[src/hdl/dual_dac_pkg.sv]
// constants for the two-converter data latch and control block
// assumes an 8-bit register bus that runs on the same clock as the block
package dual_dac_pkg;
  // register addresses on the core's register bus, one set per converter
  localparam logic [7:0] LOW_ADDR  [2] = '{8'hd2, 8'hd5};
  localparam logic [7:0] HIGH_ADDR [2] = '{8'hd3, 8'hd6};
  localparam logic [7:0] CTRL_ADDR [2] = '{8'hd4, 8'hd7};
  // control register layout
  localparam int         ENABLE_BIT   = 7;
  localparam int         FMT_MSB      = 2;
  localparam int         FMT_LSB      = 0;
  localparam logic [7:0] DATA_RESET   = 8'h00;
  localparam logic [2:0] FMT_RESET    = 3'h0;
  localparam logic [7:0] READ_UNMAPPED = 8'h00;
  // data format codes: high byte carries 4, 5, 6, 7 or 8 upper bits
  localparam logic [2:0] FMT_NYBBLE = 3'h0;
  localparam logic [2:0] FMT_FIVE   = 3'h1;
  localparam logic [2:0] FMT_SIX    = 3'h2;
  localparam logic [2:0] FMT_SEVEN  = 3'h3;
  localparam int         FMT_BYTE_BIT = 2;  // any 1xx code
  localparam int         CODE_WIDTH = 12;
  localparam logic [11:0] CODE_RESET = 12'h000;
endpackage : dual_dac_pkg

[src/hdl/dual_dac_latch.sv]
// data byte registers, control registers and code latch for two converters
// assumes the core's register strobes are single-cycle and synchronous to mclk
`timescale 1ns/100ps
module dual_dac_latch (
  // clock and reset
  input  wire logic        mclk,
  input  wire logic        reset,
  // register bus from the core
  input  wire logic [7:0]  sfrAddr,
  input  wire logic        sfrWrite,
  input  wire logic        sfrRead,
  input  wire logic [7:0]  sfrWdata,
  output logic      [7:0]  sfrRdata,
  output logic             sfrHit,
  // converter 0 analogue controls
  output logic      [11:0] convCode0,
  output logic             convEnable0,
  output logic             convOutEnableN0,
  output logic             convShutdown0,
  // converter 1 analogue controls
  output logic      [11:0] convCode1,
  output logic             convEnable1,
  output logic             convOutEnableN1,
  output logic             convShutdown1
);

  localparam int NCONV = 2;

  // address tables and byte placements are written for two converters and a 12-bit code
  if ($size(dual_dac_pkg::LOW_ADDR) != NCONV ||
      dual_dac_pkg::CODE_WIDTH != 12) begin : g_size_check
    $error("address table or code width does not fit this block");
  end

  typedef struct packed {
    logic [NCONV-1:0][7:0]  low;
    logic [NCONV-1:0][7:0]  high;
    logic [NCONV-1:0][11:0] code;
    logic [NCONV-1:0]       en;
    logic [NCONV-1:0][2:0]  fmt;
    logic [7:0]             rdata;
  } state_s;

  state_s stateQ;
  state_s stateD;

  // place the 12-bit word from the byte pair according to the format code
  function automatic logic [11:0] assemble(input logic [2:0] fmt, input logic [7:0] hi,
                                           input logic [7:0] lo);
    logic [11:0] word;
    word = dual_dac_pkg::CODE_RESET;
    if (fmt[dual_dac_pkg::FMT_BYTE_BIT]) begin
      word = {hi, lo[7:4]};
    end else begin
      case (fmt)
        dual_dac_pkg::FMT_NYBBLE: word = {hi[3:0], lo};
        dual_dac_pkg::FMT_FIVE:   word = {hi[4:0], lo[7:1]};
        dual_dac_pkg::FMT_SIX:    word = {hi[5:0], lo[7:2]};
        dual_dac_pkg::FMT_SEVEN:  word = {hi[6:0], lo[7:3]};
        default:                  word = {hi, lo[7:4]};
      endcase
    end
    return word;
  endfunction : assemble

  // combinational hit for the core's decode
  always_comb begin
    sfrHit = 1'b0;
    for (int i = 0; i < NCONV; i++) begin
      if (sfrAddr == dual_dac_pkg::LOW_ADDR[i] || sfrAddr == dual_dac_pkg::HIGH_ADDR[i] ||
          sfrAddr == dual_dac_pkg::CTRL_ADDR[i]) begin
        sfrHit = 1'b1;
      end
    end
  end

  // next state: register writes, code latch and registered read data
  always_comb begin
    stateD = stateQ;
    for (int i = 0; i < NCONV; i++) begin
      if (sfrWrite) begin
        // low byte stored, no latch here
        if (sfrAddr == dual_dac_pkg::LOW_ADDR[i]) begin
          stateD.low[i] = sfrWdata;
        end
        // high byte write latches the code
        if (sfrAddr == dual_dac_pkg::HIGH_ADDR[i]) begin
          stateD.high[i] = sfrWdata;
          stateD.code[i] = assemble(stateQ.fmt[i], sfrWdata, stateQ.low[i]);
        end
        // enable bit, format field, unused bits dropped
        if (sfrAddr == dual_dac_pkg::CTRL_ADDR[i]) begin
          stateD.en[i]  = sfrWdata[dual_dac_pkg::ENABLE_BIT];
          stateD.fmt[i] = sfrWdata[dual_dac_pkg::FMT_MSB:dual_dac_pkg::FMT_LSB];
        end
      end
    end
    // read data is held until the next read so a slow core can sample it
    if (sfrRead) begin
      stateD.rdata = dual_dac_pkg::READ_UNMAPPED;
      for (int i = 0; i < NCONV; i++) begin
        if (sfrAddr == dual_dac_pkg::LOW_ADDR[i]) begin
          stateD.rdata = stateQ.low[i];
        end
        if (sfrAddr == dual_dac_pkg::HIGH_ADDR[i]) begin
          stateD.rdata = stateQ.high[i];
        end
        if (sfrAddr == dual_dac_pkg::CTRL_ADDR[i]) begin
          stateD.rdata = {stateQ.en[i], 4'h0, stateQ.fmt[i]};
        end
      end
    end
  end

  // everything resets to zero, converters disabled
  always_ff @(posedge mclk or posedge reset) begin
    if (reset) begin
      for (int i = 0; i < NCONV; i++) begin
        stateQ.low[i]  <= dual_dac_pkg::DATA_RESET;
        stateQ.high[i] <= dual_dac_pkg::DATA_RESET;
        stateQ.code[i] <= dual_dac_pkg::CODE_RESET;
        stateQ.fmt[i]  <= dual_dac_pkg::FMT_RESET;
      end
      stateQ.en    <= '0;
      stateQ.rdata <= dual_dac_pkg::READ_UNMAPPED;
    end else begin
      stateQ <= stateD;
    end
  end

  // outputs straight from the state flops
  assign sfrRdata        = stateQ.rdata;
  // unsigned code drives the converter directly
  assign convCode0       = stateQ.code[0];
  assign convCode1       = stateQ.code[1];
  assign convEnable0     = stateQ.en[0];
  assign convEnable1     = stateQ.en[1];
  // disabled means high impedance and shutdown
  assign convOutEnableN0 = ~stateQ.en[0];
  assign convOutEnableN1 = ~stateQ.en[1];
  assign convShutdown0   = ~stateQ.en[0];
  assign convShutdown1   = ~stateQ.en[1];
endmodule : dual_dac_latch

[config.mk]
export PLATFORM = sky130hd
export DESIGN_NAME = dual_dac_latch
export DESIGN_NICKNAME = d
export VERILOG_FILES = /design/src/hdl/dual_dac_pkg.sv /design/src/hdl/dual_dac_latch.sv
export SDC_FILE = /design/constraint.sdc
export NUM_CORES = 1
export LEC_CHECK = 0
export BUFFER_PORTS_ARGS = -buffer_cell sky130_fd_sc_hd__buf_2
export CORE_MARGIN = 2
export CORE_UTILIZATION = 45
export DETAILED_ROUTE_END_ITERATION = 12
export PLACE_DENSITY = 0.68
export SKIP_CTS_REPAIR_TIMING = 1
export SKIP_LAST_GASP = 1
export SLEW_MARGIN = 20
export SYNTH_ARGS = -nofsm -noshare
export SYNTH_HDL_FRONTEND = slang
export SYNTH_SLANG_ARGS = --single-unit
[constraint.sdc]
create_clock -name mclk -period 2.2 [get_ports mclk]
set_clock_uncertainty 0.05 [all_clocks]
set_input_delay 0.22 -clock mclk [delete_from_list [all_inputs] [get_ports mclk]]
set_output_delay 0.22 -clock mclk [all_outputs]
set_load 0.01 [all_outputs]
==> impl_metrics.csv <==
group,metric,value,unit
timing,min_period,1.81,ns
grt,grt_max_degree,30,
placement,placed_cells,460,
grt,grt_pass1_wl,14400,um
cells_and_area,final_cells,477,
cells_and_area,multi_input_area,1850,um2
routing,wire_per_inst,18.9,um
synthesis,syn_nets,367,
synthesis,muxShareOfSynthArea,0.274,
clock_network,clk_pin_slew,0.08,ns
routing,drt-initial-drc-count,199,
floorplanning,fp.dieH,99.1,um
placement,portBuffers,58,
status,status,"complete, no violations",
cells_and_area,drive_above_1_share,0.442,
worst_setup_path,critPathMaxStageDelay,0.85,ns
synthesis,ys_ff_latch,72,
cells_and_area,syn2layout_area_growth,7.90,%
timing,finalHoldViolCount,0,
cells_and_area,n_antenna_cell,0,
clock_network,cts_tree,"yes",
grt,grt_pass1_vias,2657,
timing,hold-worst-slack,0.216,ns
floorplanning,io_pins,59,
cells_and_area,regArea,1800,um2
clock_network,root_buffer,"clkbuf_8",
synthesis,synth_top_area_cell,"dfrtp_1",
synthesis,synth_top_family_by_area,"multiplexers",
floorplanning,core_area,8760,um2
worst_setup_path,arrival,1.99,ns
synthesis,synth_most_common_cell,"mux2_2",
timing,setup_slack,0.392,ns
cells_and_area,nets,384,
worst_setup_path,path_buf_inv,0,
timing,finalCritPeriodShare,0.822,
timing,slew_viol_final,0,
worst_setup_path,end_kind,"register",
placement,pre_cts_slack,0.219,ns
timing,rsz0062_at_grt,"false",
worst_setup_path,critPathMaxFanout,15,
synthesis,synth_top_area_frac,0.442,
worst_setup_path,reg2reg_depth,3,
min_path,hp-class,"in2reg",
worst_setup_path,worstSetupPathType,"reg2reg",
clock_network,insertion_delay,0.34,ns
power_and_ir_drop,power_density,617,nW/um2
synthesis,ys_top_cells_by_area,"dfrtp_1 44%, mux2_2 21%, buf_4 6.6%, mux2i_1 6.4%, o221ai_1 6.0%",
synthesis,yosysUniqueCellTypes,30,
timing,setup_viol,0,
timing,fin_setup_tns,0,ns
power_and_ir_drop,vdd_drop_max,0.292,mV
synthesis,async_reset_ff_frac,1.00,
routing,routed_wl,8990,um
synthesis,synth_xor_xnor_area_share,0,
timing,relSlewSlack,0.484,
grt,antenna_found_initial,0,
synthesis,netlist_area,4070,um2
clock_network,cts_sinks,72,
placement,gp_congestion,0.860,
routing,drtAntennaViolNets,0,
timing,fmax,0.553,GHz
worst_setup_path,cpMaxStageDelayCell,"dfrtp_1",
power_and_ir_drop,power.leakage,2.04,nW
clock_network,cts_buffers,9,
floorplanning,die_w,99.1,um
synthesis,yosysSeqAreaShare,0.442,
floorplanning,start_util,0.465,
worst_setup_path,required,2.38,ns
routing,first_pass_iters,5,
clock_network,htree_levels,3,
routing,drc,0,
cells_and_area,fillCellCount,798,
synthesis,synth_common_cells,"75 x mux2_2, 72 x dfrtp_1, 36 x buf_4, 31 x nand2_1, 28 x o221ai_1",
synthesis,synth-adder-area-share,0,
worst_setup_path,path_delay_family,"flip-flops",
routing,vias,2796,
cells_and_area,final_area,4390,um2
synthesis,synth_compound_area_frac,0.0983,
timing,tightest_slew,0.774,ns
synthesis,netlist_instances,347,
grt,grt.overflow.total,0,
synthesis,synthFlopType,"dfrtp_1",
routing,viasPerCell,5.86,
worst_setup_path,crit_path_start_kind,"register",
floorplanning,die_area,9830,um2
synthesis,synth-edff-count,0,
placement,placedInstanceArea,4200,um2
min_path,hold_depth,2,
synthesis,synth.avg_cell_area,11.7,um2
run,drv_cap,0,
floorplanning,rows,34,
clock_network,clock_path_buffers,2,
grt,track_usage,0.187,
worst_setup_path,cp.depth,3,
placement,place_hpwl,6350,um
worst_setup_path,crit_chain,"mux2i_1 -> o221ai_1 -> mux2_2",
synthesis,yosys_warnings,0,
synthesis,yosys.area_share.simple,0.0823,
==> through the flow <==
stage | power (mW) | util
3_5_place_dp | 1.76 | 0.479
2_1_floorplan | 1.66 | -
5_1_grt | 2.83 | 0.501
6_report | 2.71 | 0.501
4_1_cts | 2.74 | 0.500
3_3_place_gp | 1.75 | 0.479
==> registers in the layout (all words and copies together) (netlist names) <==
name         cells
stateQ          38
convCode1       12
convEnable0      1
sfrRdata         8
convCode0       12
convEnable1      1
==> area by class of cell <==
cell class,count,share of cell area
multi-input combinational,207,0.421
sequential,72,0.410
timing repair buffer,66,0.0888
tap,108,0.0308
clock buffer,14,0.0393
inverter,8,0.00683
clock inverter,2,0.00285
==> report_power, final <==
part	switching (mW)	internal [mW]	total, mW
sequential	0.0536	1.37	1.42
clock	0.476	0.502	0.978
combinational	0.178	0.133	0.311
==> kinds of logic (layout without fill, tap and decap cells) <==
logic type	after synthesis	after routing
flops	72	72
buf+inv	68	90
simple gates	57	57
compound gates	48	48
mux	102	102
==> worst paths after layout <==
check	startpoint	to	slack (ns)
min in group asynchronous	reset	convCode1[2]	0.45
worst max register to register	stateQ[9]	convCode0[10]	0.39
worst min-delay path	sfrWdata[7]	convEnable0	0.22
worst min register to register	convCode1[9]	convCode1[9]	0.43
max in group asynchronous	reset	convCode0[0]	0.95
worst max-delay path	stateQ[9]	convCode0[10]	0.39
==> placed cells by master (no fill, tap or decap), drive strengths merged, types with 2 or more instances in the layout <==
cell type  Yosys  final
dfrtp         72     72
o2bb2ai        4      4
a32o           4      4
o221ai        28     28
inv            7      7
mux2          76     76
nand4b         5      5
mux2i         26     26
clkbuf        15     14
nor2b          2      2
or2            2      2
nand2b         4      4
nand2         31     31
o21ai          8      8
nor3           7      7
buf           45     65
clkinv         1      2
a222oi         4      4
==> worst register-to-register path, delay by kind of cell (launching register included) <==
family / cells / cell delay [ns]
AOI/OAI and AO/OA: 1 / 0.18
DFF: 1 / 0.85
muxes: 2 / 0.62
==> routing by layer <==
layer / track usage / up-vias / wire, um
met4: 0.0622 / 0 / 170
met2: 0.283 / 83 / 4150
met3: 0.0450 / 11 / 371
met1: 0.265 / 1415 / 4300
met5: 0 / - / 0
li1: - / 1287 / -
Note: power is estimated with default switching activity, not from simulation.
